`src/logic/bank_pkg.sv`:
```
package bank_pkg;
	// Command codes on the decoded serial command port
	localparam logic [1:0] OP_READ = 2'h0;
	localparam logic [1:0] OP_WRITE = 2'h1;
	localparam logic [1:0] OP_READ_CLEAR = 2'h2;

	// Register addresses
	localparam logic [5:0] STATUS_ONE_ADDR = 6'h31;
	localparam logic [5:0] CONFIG_ADDR = 6'h3F;
	localparam logic [5:0] PUMP_CTRL_ADDR = 6'h22;

	localparam int REG_W = 24;

	// Configuration field positions
	localparam int CFG_WAKE_FUNC = 23;
	localparam int CFG_MASK_OPEN_LOAD = 11;
	localparam int CFG_MASK_SERIAL = 10;
	localparam int CFG_MASK_PHY = 9;
	localparam int CFG_MASK_WARNING = 8;
	localparam int CFG_PUMP_UNLOCK = 7;
	localparam int CFG_PUMP_LOW_LIVE = 6;
	localparam int CFG_DITHER_DIS = 5;
	localparam int CFG_FS_FORCE = 4;
	localparam int CFG_SUPPLY_AUX = 3;
	localparam int CFG_KICK = 0;

	// Configuration reset value and writable bits (2:1 reserved)
	localparam logic [23:0] CFG_RESET = 24'h800001;
	localparam logic [23:0] CFG_WRITE_MASK = 24'hFFFFF9;

	// Pump control register field
	localparam int PUMP_DISABLE_BIT = 2;

	// Primary status field positions
	localparam int ST_WAKE_LEVEL = 22;
	localparam int ST_WAKE_PIN = 20;
	localparam int ST_WAKE_CAN = 19;
	localparam int ST_WAKE_LIN = 18;
	localparam int ST_WAKE_TIMER = 17;

	// Summary status byte positions
	localparam int SUM_GLOBAL_ERR = 7;
	localparam int SUM_SERIAL_ERR = 5;
	localparam int SUM_PHY_ERR = 4;
	localparam int SUM_FUNC_ERR = 3;
	localparam int SUM_WARNING = 1;

	// Supply field value that the aux supply overrides
	localparam logic [1:0] SUPPLY_FIELD_BOTH = 2'h3;
endpackage

```
`src/logic/wake_if.sv`:
```
interface wake_if;
	logic level_track;
	logic pin_level;
	logic [3:0] events;
	logic clear;
	logic [23:0] status;
	modport owner (output level_track, output pin_level, output events, output clear,
		input status);
	modport keeper (input level_track, input pin_level, input events, input clear,
		output status);
endinterface

```
`src/logic/config_status_bank.sv`:
```
// Notes on behaviour
// Open-load mask keeps open-load out of global
// Serial mask keeps serial errors out of global
// Physical mask keeps phy errors out of global
// Warning mask keeps warnings out of global
// Locked pump disable accepts only clearing writes
// Unlock clears after following command completes
// Pump-low latched or live per config bit
// Dither pump clock unless dither disable set
// Force bit drives fail-safe outputs, no reset
// Aux supply feeds transceiver, ignores field 11
// Wake level bit live in wake-input use, immune to clears
// Wake level frozen outside wake-input use
// Wake sources latch until read-and-clear
// Wake function 0 wake input, 1 measurement
// Pump disable set only while unlocked
// Global error ORs unmasked classes only
// Config 2:1 and status 23,21 read zero
module config_status_bank
	import bank_pkg::*;
(
	// Clock and reset
	input wire logic MCLK,
	input wire logic SRST,
	// Decoded serial command port
	input wire logic CMD_VALID,
	input wire logic [1:0] CMD_OP,
	input wire logic [5:0] CMD_ADDR,
	input wire logic [23:0] CMD_WDATA,
	output logic [23:0] RDATA,
	output logic RDATA_VALID,
	// Error classes
	input wire logic ERR_OPEN_LOAD,
	input wire logic ERR_SERIAL,
	input wire logic ERR_PHY,
	input wire logic WARN_COND,
	input wire logic ERR_OTHER,
	output logic [7:0] SUMMARY_STATUS,
	// Charge pump
	input wire logic PUMP_LOW_COND,
	input wire logic PUMP_LOW_CLEAR,
	output logic PUMP_LOW_FLAG,
	output logic PUMP_OUTPUTS_OFF,
	output logic PUMP_DISABLE,
	output logic PUMP_DITHER_EN,
	// Fail-safe
	input wire logic FS_LOGIC_ON,
	output logic FAILSAFE_LOW_SIDE_ON,
	output logic FAILSAFE_MODE,
	// Transceiver supply
	input wire logic [1:0] SUPPLY_FIELD_IN,
	output logic [1:0] SUPPLY_FIELD_EFF,
	output logic TRANSCEIVER_SUPPLY_AUX,
	// Watchdog
	output logic WATCHDOG_KICK,
	// Wake
	input wire logic WAKE_PIN,
	input wire logic WAKE_EV_PIN,
	input wire logic WAKE_EV_CAN,
	input wire logic WAKE_EV_LIN,
	input wire logic WAKE_EV_TIMER,
	output logic WAKE_MEASURE_MODE
);
	wake_if wk ();

	logic [23:0] cfg_q, cfg_d;
	logic pump_dis_q, pump_dis_d;
	logic [23:0] rdata_q, rdata_d;
	logic rvalid_q, rvalid_d;
	logic kick_q, kick_d;
	logic [7:0] sum_q, sum_d;
	logic plow_q, plow_d;
	logic poff_q, poff_d;
	logic fs_on_q, fs_on_d;
	logic fs_mode_q, fs_mode_d;
	logic [1:0] field_q, field_d;
	logic aux_q, aux_d;
	logic dith_q, dith_d;
	logic meas_q, meas_d;
	logic pin_meta_q, pin_sync_q;
	logic is_rc, is_read;
	logic wr_cfg, wr_pump, rc_status;

	// Matches one command against an op and a register address
	function automatic logic cmd_hit(input logic valid, input logic [1:0] op,
		input logic [5:0] addr, input logic [1:0] want_op, input logic [5:0] want_addr);
		return valid && (op == want_op) && (addr == want_addr);
	endfunction

	// Fail-safe drive: either the force bit or the fail-safe logic
	function automatic logic fs_drive(input logic force_on, input logic logic_on);
		return force_on | logic_on;
	endfunction

	// Command decode
	always_comb begin
		is_read = CMD_VALID && (CMD_OP == OP_READ);
		is_rc = CMD_VALID && (CMD_OP == OP_READ_CLEAR);
		wr_cfg = cmd_hit(CMD_VALID, CMD_OP, CMD_ADDR, OP_WRITE, CONFIG_ADDR);
		wr_pump = cmd_hit(CMD_VALID, CMD_OP, CMD_ADDR, OP_WRITE, PUMP_CTRL_ADDR);
		rc_status = cmd_hit(CMD_VALID, CMD_OP, CMD_ADDR, OP_READ_CLEAR, STATUS_ONE_ADDR);
	end

	// Configuration store and one-shot pump unlock
	always_comb begin
		cfg_d = cfg_q;
		kick_d = 1'b0;
		// Any command consumes an armed unlock once it completes
		if (CMD_VALID && cfg_q[CFG_PUMP_UNLOCK])
			cfg_d[CFG_PUMP_UNLOCK] = 1'b0;
		if (wr_cfg) begin
			cfg_d = CMD_WDATA & CFG_WRITE_MASK;
			// A fresh config write re-arms (or drops) the unlock itself
			kick_d = CMD_WDATA[CFG_KICK];
		end
	end

	// Pump disable write filter
	always_comb begin
		pump_dis_d = pump_dis_q;
		if (wr_pump) begin
			if (!CMD_WDATA[PUMP_DISABLE_BIT])
				pump_dis_d = 1'b0;
			else if (cfg_q[CFG_PUMP_UNLOCK])
				pump_dis_d = 1'b1;
		end
	end

	always_ff @(posedge MCLK) begin
		if (SRST) begin
			cfg_q <= CFG_RESET;
			kick_q <= 1'b0;
			pump_dis_q <= 1'b0;
		end else begin
			cfg_q <= cfg_d;
			kick_q <= kick_d;
			pump_dis_q <= pump_dis_d;
		end
	end

	// Read data path, one cycle after the command
	always_comb begin
		rdata_d = rdata_q;
		rvalid_d = 1'b0;
		if (is_read || is_rc) begin
			rvalid_d = 1'b1;
			case (CMD_ADDR)
				CONFIG_ADDR: rdata_d = cfg_q;
				STATUS_ONE_ADDR: rdata_d = wk.status;
				PUMP_CTRL_ADDR: begin
					rdata_d = 24'h000000;
					rdata_d[PUMP_DISABLE_BIT] = pump_dis_q;
				end
				default: rdata_d = 24'h000000;
			endcase
		end
	end

	always_ff @(posedge MCLK) begin
		if (SRST) begin
			rdata_q <= 24'h000000;
			rvalid_q <= 1'b0;
		end else begin
			rdata_q <= rdata_d;
			rvalid_q <= rvalid_d;
		end
	end

	// Summary byte; a masked class still shows in its own bit
	always_comb begin
		sum_d = 8'h00;
		sum_d[SUM_FUNC_ERR] = ERR_OPEN_LOAD;
		sum_d[SUM_SERIAL_ERR] = ERR_SERIAL;
		sum_d[SUM_PHY_ERR] = ERR_PHY;
		sum_d[SUM_WARNING] = WARN_COND;
		sum_d[SUM_GLOBAL_ERR] = ERR_OTHER
			| (ERR_OPEN_LOAD & ~cfg_q[CFG_MASK_OPEN_LOAD])
			| (ERR_SERIAL & ~cfg_q[CFG_MASK_SERIAL])
			| (ERR_PHY & ~cfg_q[CFG_MASK_PHY])
			| (WARN_COND & ~cfg_q[CFG_MASK_WARNING]);
	end

	always_ff @(posedge MCLK) begin
		if (SRST)
			sum_q <= 8'h00;
		else
			sum_q <= sum_d;
	end

	// Pump-low flag: live copy, or a latch that only a clear empties
	always_comb begin
		if (cfg_q[CFG_PUMP_LOW_LIVE]) begin
			plow_d = PUMP_LOW_COND;
		end else begin
			// Latched: a new low beats a clear in the same cycle
			plow_d = (plow_q & ~PUMP_LOW_CLEAR) | PUMP_LOW_COND;
		end
		// Outputs stay off exactly as long as the flag stands
		poff_d = plow_d;
	end

	always_ff @(posedge MCLK) begin
		if (SRST) begin
			plow_q <= 1'b0;
			poff_q <= 1'b0;
		end else begin
			plow_q <= plow_d;
			poff_q <= poff_d;
		end
	end

	// Dither enable is a registered copy of the inverted disable bit
	always_comb begin
		dith_d = ~cfg_q[CFG_DITHER_DIS];
	end

	always_ff @(posedge MCLK) begin
		if (SRST)
			dith_q <= 1'b1;
		else
			dith_q <= dith_d;
	end

	// Fail-safe override; forced mode never pulls the reset line, only the outputs
	always_comb begin
		fs_on_d = fs_drive(cfg_q[CFG_FS_FORCE], FS_LOGIC_ON);
		// Mode and outputs share one cause so they cannot disagree
		fs_mode_d = fs_drive(cfg_q[CFG_FS_FORCE], FS_LOGIC_ON);
	end

	always_ff @(posedge MCLK) begin
		if (SRST) begin
			fs_on_q <= 1'b0;
			fs_mode_q <= 1'b0;
		end else begin
			fs_on_q <= fs_on_d;
			fs_mode_q <= fs_mode_d;
		end
	end

	// Transceiver supply steering
	always_comb begin
		aux_d = cfg_q[CFG_SUPPLY_AUX];
		field_d = SUPPLY_FIELD_IN;
		// Keep the last accepted field rather than applying 11; the hold
		// lasts only while the aux bit is set, the field is sampled live
		if (cfg_q[CFG_SUPPLY_AUX] && SUPPLY_FIELD_IN == SUPPLY_FIELD_BOTH)
			field_d = field_q;
	end

	always_ff @(posedge MCLK) begin
		if (SRST) begin
			aux_q <= 1'b0;
			field_q <= 2'h0;
		end else begin
			aux_q <= aux_d;
			field_q <= field_d;
		end
	end

	// Wake pin use, measurement by default
	always_comb begin
		meas_d = cfg_q[CFG_WAKE_FUNC];
	end

	always_ff @(posedge MCLK) begin
		if (SRST)
			meas_q <= 1'b1;
		else
			meas_q <= meas_d;
	end

	// Wake pin crosses in from outside through two stages
	always_ff @(posedge MCLK) begin
		if (SRST) begin
			pin_meta_q <= 1'b0;
			pin_sync_q <= 1'b0;
		end else begin
			pin_meta_q <= WAKE_PIN;
			pin_sync_q <= pin_meta_q;
		end
	end

	// Wake status feed
	assign wk.level_track = ~cfg_q[CFG_WAKE_FUNC];
	assign wk.pin_level = pin_sync_q;
	assign wk.events = {WAKE_EV_PIN, WAKE_EV_CAN, WAKE_EV_LIN, WAKE_EV_TIMER};
	assign wk.clear = rc_status;

	wake_status u_wake (
		.clk(MCLK),
		.srst(SRST),
		.wk(wk)
	);

	// Output drive, all from flip-flops
	assign RDATA = rdata_q;
	assign RDATA_VALID = rvalid_q;
	assign SUMMARY_STATUS = sum_q;
	assign PUMP_LOW_FLAG = plow_q;
	assign PUMP_OUTPUTS_OFF = poff_q;
	assign PUMP_DISABLE = pump_dis_q;
	assign PUMP_DITHER_EN = dith_q;
	assign FAILSAFE_LOW_SIDE_ON = fs_on_q;
	assign FAILSAFE_MODE = fs_mode_q;
	assign SUPPLY_FIELD_EFF = field_q;
	assign TRANSCEIVER_SUPPLY_AUX = aux_q;
	assign WATCHDOG_KICK = kick_q;
	assign WAKE_MEASURE_MODE = meas_q;
endmodule

```
`src/logic/wake_status.sv`:
```
module wake_status
	import bank_pkg::*;
(
	input wire logic clk,
	input wire logic srst,
	wake_if.keeper wk
);
	logic level_q, level_d;
	logic [3:0] src_q, src_d;

	// Level follows the pin only in wake-input use; clears never touch it
	always_comb begin
		level_d = wk.level_track ? wk.pin_level : level_q;
		// Set beats a clear in the same cycle
		src_d = (wk.clear ? 4'h0 : src_q) | wk.events;
	end

	always_ff @(posedge clk) begin
		if (srst) begin
			level_q <= 1'b0;
			src_q <= 4'h0;
		end else begin
			level_q <= level_d;
			src_q <= src_d;
		end
	end

	// Reserved bits 23 and 21 stay zero
	always_comb begin
		wk.status = 24'h000000;
		wk.status[ST_WAKE_LEVEL] = level_q;
		wk.status[ST_WAKE_PIN] = src_q[3];
		wk.status[ST_WAKE_CAN] = src_q[2];
		wk.status[ST_WAKE_LIN] = src_q[1];
		wk.status[ST_WAKE_TIMER] = src_q[0];
	end
endmodule

```
`config.mk`:
```
export PLATFORM = sky130hd
export DESIGN_NAME = config_status_bank
export DESIGN_NICKNAME = d
export VERILOG_FILES = /design/src/logic/bank_pkg.sv /design/src/logic/wake_if.sv /design/src/logic/config_status_bank.sv /design/src/logic/wake_status.sv
export SDC_FILE = /design/constraint.sdc
export NUM_CORES = 1
export LEC_CHECK = 0
export ABC_AREA = 1
export BUFFER_PORTS_ARGS = -buffer_cell sky130_fd_sc_hd__buf_4
export CORE_UTILIZATION = 53
export CTS_BUF_LIST = sky130_fd_sc_hd__clkbuf_4
export CTS_CLUSTER_DIAMETER = 30
export DETAILED_ROUTE_END_ITERATION = 10
export PLACE_DENSITY = 0.82
export SYNTH_ARGS = -nofsm -noshare
export SYNTH_HDL_FRONTEND = slang
export SYNTH_HIERARCHICAL = 1
export SYNTH_SLANG_ARGS = --single-unit
```
`constraint.sdc`:
```
create_clock -name MCLK -period 1.6 [get_ports MCLK]
set_clock_uncertainty 0.15 [all_clocks]
set_input_delay 0.24 -clock MCLK [delete_from_list [all_inputs] [get_ports MCLK]]
set_output_delay 0.24 -clock MCLK [all_outputs]
set_load 0.01 [all_outputs]
```
== Yosys cells after proc, flatten, opt, wreduce, memory -nomap -nowiden ==
Index checks and enable logic that the tools add are counted.

* Bitwise logic cells: 19
* Equal/unequal tests: 7
* Reduce and logical (&&, ||, !) cells: 13
* Multiplexer cells: 8

{| class="wikitable"
|+ Operator list
! cell !! number
|-
| $pmux W24 S3 || 1
|-
| $eq A6 B6 Y1 const B || 3
|-
| $logic_and A1 B1 Y1 || 8
|-
| $mux W8 || 1
|-
| $not A1 Y1 || 7
|-
| $or A1 B1 Y1 || 6
|-
| $and A1 B1 Y1 || 5
|-
| $mux W1 || 5
|-
| $eq A2 B2 Y1 const B || 2
|-
| $mux W4 || 1
|-
| $or A4 B4 Y4 || 1
|-
| $eq A2 B1 Y1 const B || 1
|-
| $logic_not A2 Y1 || 1
|-
| $ne A2 B1 Y1 const B || 1
|-
| $reduce_and A2 Y1 || 1
|-
| $reduce_bool A2 Y1 || 1
|-
| $reduce_or A2 Y1 || 1
|-
| $logic_or A1 B1 Y1 || 1
|}

* Bits in registers: 71
* Input bits: 50
* Output and inout bits: 44

== Logic depth before layout (Yosys ltp) ==
Gate-level depths: netlist of the first run.

* Depth in word-level cells: 6
* Gate-level depth with buffers: 8
* Gate-level depth less buffers: 7

== By module ==
Netlist of the first run, hierarchy kept.

{| class="wikitable"
|+ Modules (own cells, without submodules)
! module !! sequential area each (um^2) !! cells each !! times used !! area an instance (um^2)
|-
| config_status_bank || 1,261.2 || 371 || 1 || 2,678.8
|-
| wake_status || 100.1 || 43 || 1 || 324.1
|}

== Worst setup path before layout of the first run ==
Ideal clock, no wire load.

* Path type: input to register
* From: input CMD_ADDR[2]
* To: register u_wake.src_q[0]
* Path slack: 354 ps
* Setup time: 116 ps
* Stages: 7
* Arrival: 981 ps
* Buffers on the path: 1
* Cells stage by stage: nor2_2 buf_2 nand3_1 nor2_1 inv_2 nand2_1 a21oi_1

* Word-level cells in the longest chain between the ends: 4

{| class="wikitable"
|+ Ends and longest elaborated chain
! what !! RTL line !! text
|-
| from (decl) || config_status_bank.sv:28 || <nowiki>input wire logic [5:0] CMD_ADDR,</nowiki>
|-
| $eq A6 B6 Y1 || config_status_bank.sv:87 || <nowiki>return valid && (op == want_op) && (addr == want_addr);</nowiki>
|-
| $logic_and A1 B1 Y1 || config_status_bank.sv:87 ||
|-
| net rc_status || config_status_bank.sv:82 || <nowiki>logic wr_cfg, wr_pump, rc_status;</nowiki>
|-
| $mux W4 || wake_status.sv:15 || <nowiki>src_d = (wk.clear ? 4'h0 : src_q) | wk.events;</nowiki>
|-
| $or A4 B4 Y4 || wake_status.sv:15 ||
|-
| to (signal assigned) || wake_status.sv:24 || <nowiki>src_q <= src_d;</nowiki>
|-
| to (decl) || wake_status.sv:9 || <nowiki>logic [3:0] src_q, src_d;</nowiki>
|}

The timed path passes the listed nets, and every way through them passes these cells.
A chain may end at the register's enable or synchronous reset.

== Final worst setup path of the first run ==
* From: input CMD_VALID
* To: register cfg_q[7]

* Word-level cells in the longest chain between the ends: 3
* Elaborated cells on any way between the ends: 5
* Classes of those cells: mux: 1; reduce/logical: 4

{| class="wikitable"
|+ Ends and longest elaborated chain
! what !! RTL line !! text
|-
| from (decl) || config_status_bank.sv:26 || <nowiki>input wire logic CMD_VALID,</nowiki>
|-
| $logic_and A1 B1 Y1 (2 in series) || config_status_bank.sv:87 ||
|-
| $mux W8 or $reduce_bool A2 Y1 (tied branches) || -- ||
|-
| to (signal assigned) || config_status_bank.sv:135 || <nowiki>cfg_q <= cfg_d;</nowiki>
|-
| to (decl) || config_status_bank.sv:66 || <nowiki>logic [23:0] cfg_q, cfg_d;</nowiki>
|}

Parallel ways exist; a longest one is shown, timed or not.

==> impl_metrics.csv, run 1 <==
group,metric,value,unit
critical_path,cp.required,1.80,ns
clock_tree,clkLatencyLatePin,0.40,ns
layout,antenna_cells,0,
routing,first_pass_iters,5,
layout,final_nets,595,
critical_path,r2r_end,"PUMP_OUTPUTS_OFF",
layout,design_area,4220,um2
yosys,ys_ff_latch,68,
timing,slew_viol_final,0,
floorplan,core_area,5470,um2
placement,dpl.hpwl,4980,um
pwr,ir_drop,0.000529,V
floorplan,die_w,77.3,um
critical_path,worstSetupPathType,"primary input to flop",
floorplan,dieHeight,77.3,um
yosys,postSynthAreaPerCell,7.25,um2
grt,grt_pass1_vias,2934,
layout,layout-drive-gt1-share,22.4,%
routing,totalWireLength,8170,um
job,cap_violations,0,
worst_hold_path,hp-class,"primary input to flop",
critical_path,cp-end-kind,"flop",
grt,antenna_found_initial,0,
grt,grt_pass1_wl,13100,um
routing,drt_iter0_markers,161,
timing,timing.final.hold_violations,0,
yosys,yosysSeqAreaShare,45.3,%
timing,finalSetupViolations,0,
worst_hold_path,min_from,"CMD_OP[1]",
grt,grt_usage,28.0,%
layout,fillCellCount,394,
clock_tree,htreeDepth,3,
layout,area_growth,40.7,%
grt,grt_max_degree,29,
floorplan,start_util,54.9,%
routing,vias,3144,
run_status,outcome,"complete, no violations",
floorplan,pin_count,94,
clock_tree,clkTransAtPathRegs,0.10,ns
routing,post_drt_wl_per_cell,13.2,um
critical_path,worstPathMaxFanout,17,
grt,overflow,0,
routing,drc_errors,0,
critical_path,reg2reg_depth,5,
timing,fin_crit_sh,95.4,%
clock_tree,cts-buffers-inserted,9,
critical_path,worstPathArrival,1.72,ns
placement,port_buffers,89,
layout,final_cell_mix,"buf_4, nand2_1, dfxtp_1, dlygate4sd3_1, nor2_1",
pwr,power.leakage,1.94,nW
placement,gp_congestion,0.878,
timing,period_needed,1.53,ns
yosys,yosys_warnings,6,
floorplan,rows,27,
clock_tree,clockBufferDepth,2,
pwr,p_per_area,724,nW/um2
timing,tns,0,ns
yosys,syn_area,3000,um2
routing,ant_nets,0,
critical_path,start_kind,"primary input",
timing,rsz0062_at_grt,"no",
worst_hold_path,hold_depth,6,
clock_tree,cts_tree,"yes",
placement,place_area,3640,um2
worst_hold_path,whs_endpoint,"PUMP_DISABLE",
routing,via_per_inst,5.07,
critical_path,r2r_slack,0.13,ns
yosys,synth_cell_types,23,
clock_tree,cts_sinks,68,
clock_tree,cts_root_buf,"clkbuf_4",
yosys,synthCells,414,
floorplan,die_area,5970,um2
layout,final_common_cell,"buf_4",
critical_path,reg2reg_from,"cfg_q[6]",
timing,fmax,655,MHz
[cell usage after synthesis, drive strengths merged]
cell | count | area [um2]
o21ai | 22 | 110
nor2 | 51 | 214
clkbuf | 9 | 33.8
a21oi | 38 | 190
nand3b | 2 | 15.0
dfxtp | 68 | 1360
o31ai | 1 | 7.51
nand2 | 93 | 349
o211ai | 1 | 7.51
nand4 | 25 | 156
inv | 31 | 116
nor3 | 3 | 15.0
o21a | 1 | 7.51
clkinv | 1 | 5.00
nand3 | 27 | 148
conb | 2 | 7.51
buf | 39 | 259
[per-stage QoR]
stage	cells	power [mW]	hold WS, ns	utilization (%)	setup WS, ns
detailed placement	558	2.08	0.243	66.5	0.161
CTS	620	3.04	0.0684	77.1	0.0385
finish	620	3.06	0.0875	77.2	0.0736
global route	620	3.19	0.0942	77.2	0.0133
global placement	558	2.08	0.246	66.5	0.165
floorplan	434	1.96	0.159	-	0.354
[sequential cells by signal, summed over array words and instances, names as in the netlist, 2 cells and up]
| name | flops |
|---|---|
| RDATA | 24 |
| cfg_q | 22 |
| SUMMARY_STATUS | 5 |
| u_wake/src_q | 4 |
| SUPPLY_FIELD_EFF | 2 |
[final cells by class]
| class | count | area, um2 | area share [%] |
|---|---|---|---|
| flip-flops and latches | 68 | 1360 | 32.2 |
| multi-input cells | 286 | 1310 | 31.0 |
| repair buffers | 148 | 1240 | 29.4 |
| inverters | 32 | 123 | 2.90 |
| well taps | 72 | 90.1 | 2.13 |
| clock buffers | 11 | 82.6 | 1.95 |
| clock inverters | 3 | 16.3 | 0.385 |
[cell families after synthesis]
kind of cell	after synthesis	share of synthesized area [%]
buf+inv	80	13.8
simple gates	201	29.9
other cells	2	0.250
flops	68	45.3
compound gates	63	10.8
[how the worst max path moves through the flow]
stage	startpoint	endpoint	slack (ns)	depth (start not counted)
finish	CMD_VALID	cfg_q[7]	0.07	8
global route	CMD_VALID	cfg_q[7]	0.01	8
CTS	CMD_VALID	cfg_q[7]	0.04	8
detailed placement	CMD_VALID	cfg_q[7]	0.16	7
global placement	CMD_VALID	cfg_q[7]	0.16	7
floorplan	CMD_ADDR[2]	u_wake/src_q[0]	0.35	7
[per-layer routing]
metal,up-vias,track usage [%],part of all wire [%]
met5,-,0,0
met4,0,17.0,3.5
met3,33,4.88,6.5
met2,129,46.1,48
met1,1423,33.9,42
li1,1559,-,-
[worst max-delay path, cell delays in order]
cell and delay [ns]:
buf_4 0.11, nand2_1 0.09, nor2_4 0.17, nand3_4 0.17
inv_4 0.19, nand2_1 0.08, a21oi_1 0.12, dlygate4sd3_1 0.55
[repair_timing]
action,CTS,global route
hold buffers,48,0
setup endpoints to repair,0,1
buffers inserted,0,0
gates resized for setup,0,2
endpoints found under the hold margin,44,0
[where the power goes]
group          leakage [nW]  switching, mW  internal [mW]  total [mW]
logic                  1.34          0.209          0.222       0.430
registers             0.552         0.0125           1.72        1.73
clock network        0.0562          0.565          0.331       0.896
Note: power is estimated with default switching activity, not from simulation.
==> run 2, diff against run 1 <==
- CORE_UTILIZATION: 53 -> 51
- CTS_BUF_LIST: sky130_fd_sc_hd__clkbuf_4 -> unset
- PLACE_DENSITY: 0.82 -> 0.8
- clock period: 1.6 -> 1.5 ns (I/O delays scaled with it)
==> run 2 against run 1 <==
Power increased by 24%. Flip-flop and latch count unchanged. Critical path depth decreased by 2. Utilization decreased by 1.9 points. Wire length decreased by 1.8%. Non-clock buffer count decreased by 10. Critical endpoint is now SUMMARY_STATUS[7].
==> impl_metrics.csv, run 2 (synthesis results as in run 1) <==
group,metric,value,unit
run_status,outcome,"complete, no violations",
clock_tree,clkTransAtPathRegs,0.07,ns
grt,grt_usage,27.4,%
routing,dr_wl_met2,4130,um
routing,vias,3013,
timing,worst_slack,0.261,ns
timing,timing.final.hold_violations,0,
routing,ant_nets,0,
grt,grt_max_degree,28,
pwr,power.leakage,1.94,nW
clock_tree,post-cts-setup-buffer-count,0,
critical_path,path_buf_inv,2,
placement,port_buffers,89,
layout,post-route-util,75.3,%
timing,period_needed,1.24,ns
critical_path,cp.required,1.58,ns
routing,post_drt_wl_per_cell,13.1,um
timing,finalSetupViolations,0,
routing,routed.top_layer,"met4",
grt,antenna_found_initial,0,
clock_tree,cts.repair.resized,0,
clock_tree,cts_root_buf,"clkbuf_8",
layout,area_growth,39.7,%
critical_path,start_kind,"primary input",
timing,rsz0062_at_grt,"no",
floorplan,pin_count,94,
routing,drc_errors,0,
placement,gp_congestion,0.867,
routing,via_per_inst,4.92,
layout,final_nets,585,
floorplan,die_area,6200,um2
timing,slew_viol_final,0,
clock_tree,cts-buffers-inserted,9,
timing,fin_crit_sh,82.6,%
grt,overflow,0,
critical_path,cp-end-kind,"flop",
critical_path,worstSetupPathType,"primary input to flop",
clock_tree,clkLatencyLatePin,0.35,ns
layout,final-seq-area,1360,um2
critical_path,path_cells,"dlygate4sd3_1 -> buf_4 -> nand2_1 -> o21ai_0 -> a21oi_1 -> a21oi_1",
routing,dr_wl_met3,362,um
clock_tree,cts_tree,"yes",
layout,final_common_cell,"buf_4",
clock_tree,holdBufCountCts,33,
critical_path,worstPathArrival,1.31,ns
floorplan,rows,27,
worst_hold_path,hp-class,"primary input to flop",
grt,grt_pass1_vias,2830,
placement,dpl.hpwl,5240,um
clock_tree,clockBufferDepth,2,
layout,antenna_cells,0,
clock_tree,cts_sinks,68,
critical_path,crit_family,"buffers and inverters",
timing,fmax,807,MHz
critical_path,worst_path_most_repeated_cell,"a21oi_1",
critical_path,worstPathMaxFanout,2,
routing,drt_iter0_markers,106,
layout,largest_reg_flops,24,
routing,first_pass_iters,4,
layout,fillCellCount,459,
floorplan,die_w,78.7,um
floorplan,dieHeight,78.7,um
critical_path,r2r_slack,0.41,ns
critical_path,critPathSlowestCell,"dlygate4sd3_1",
timing,tns,0,ns
clock_tree,htreeDepth,3,
critical_path,slowest_delay,0.56,ns
grt,grt_pass1_wl,12900,um
placement,pre_cts_ws,0.0562,ns
floorplan,core_area,5570,um2
floorplan,start_util,53.9,%
pwr,p_per_area,905,nW/um2
job,cap_violations,0,
routing,totalWireLength,8020,um
layout,layout-drive-gt1-share,24.1,%
layout,multiInputGateArea,1300,um2
layout,final_cell_mix,"buf_4, nand2_1, dfxtp_1, nor2_1, a21oi_1",
pwr,ir_drop,0.000676,V
routing,drt-met1-wl,3360,um
run 2: changes by cell type in the layout (fill, tap and decap cells not counted):
cell	delta
clkinv_2	+2
clkbuf_4	-11
clkinv_1	-1
clkbuf_8	+11
inv_4	-1
nor2_4	-1
clkbuf_1	+1
buf_12	-1
bufinv_16	+1
dlygate4sd3_1	-15
buf_4	+6
nor2_2	+1
run 2: worst paths after layout:
check               start                end  depth (start not counted)
min reg2reg    pin_meta_q         pin_sync_q                          2
min          CMD_WDATA[9]           cfg_q[9]                          3
max reg2reg      cfg_q[8]  SUMMARY_STATUS[7]                          5
max             WARN_COND  SUMMARY_STATUS[7]                          6
run 2: metal layers:
| metal | vias to the layer above | GRT usage (%) |
|---|---|---|
| met4 | 0 | 13.5 |
| met1 | 1375 | 30.9 |
| li1 | 1534 | - |
| met2 | 89 | 49.7 |
| met5 | - | 0 |
| met3 | 15 | 4.48 |
run 2: worst reg2reg max path, delay by kind of cell, from the launching register on:
family	cells	cell delay [ns]
AO/OA/AOI/OAI	3	0.33
buffers and inverters	1	0.07
flip-flops	1	0.36
AND/OR/NAND/NOR	1	0.06
run 2: final cells by class:
type	count	area share, %
multi-input cells	286	31.0
flip-flops and latches	68	32.4
repair buffers	138	26.7
well taps	72	2.15
inverters	32	2.89
clock buffers	12	3.70
clock inverters	4	1.13
run 2: per-stage QoR:
stage               std cells  area, um2  power [mW]  hold WS [ns]
floorplan                 434       3080        2.09         0.144
global placement          563       3660        2.22         0.247
detailed placement        563       3660        2.23         0.245
CTS                       612       4200        3.80        0.0116
global route              612       4200        3.93        0.0396
finish                    612       4200        3.80        0.0272
run 2: report_power, final:
group          total (mW)  switching [mW]  internal [mW]
registers            1.84          0.0124           1.83
clock network        1.53           0.676          0.853
logic               0.425           0.210          0.215
total                3.80           0.899           2.90
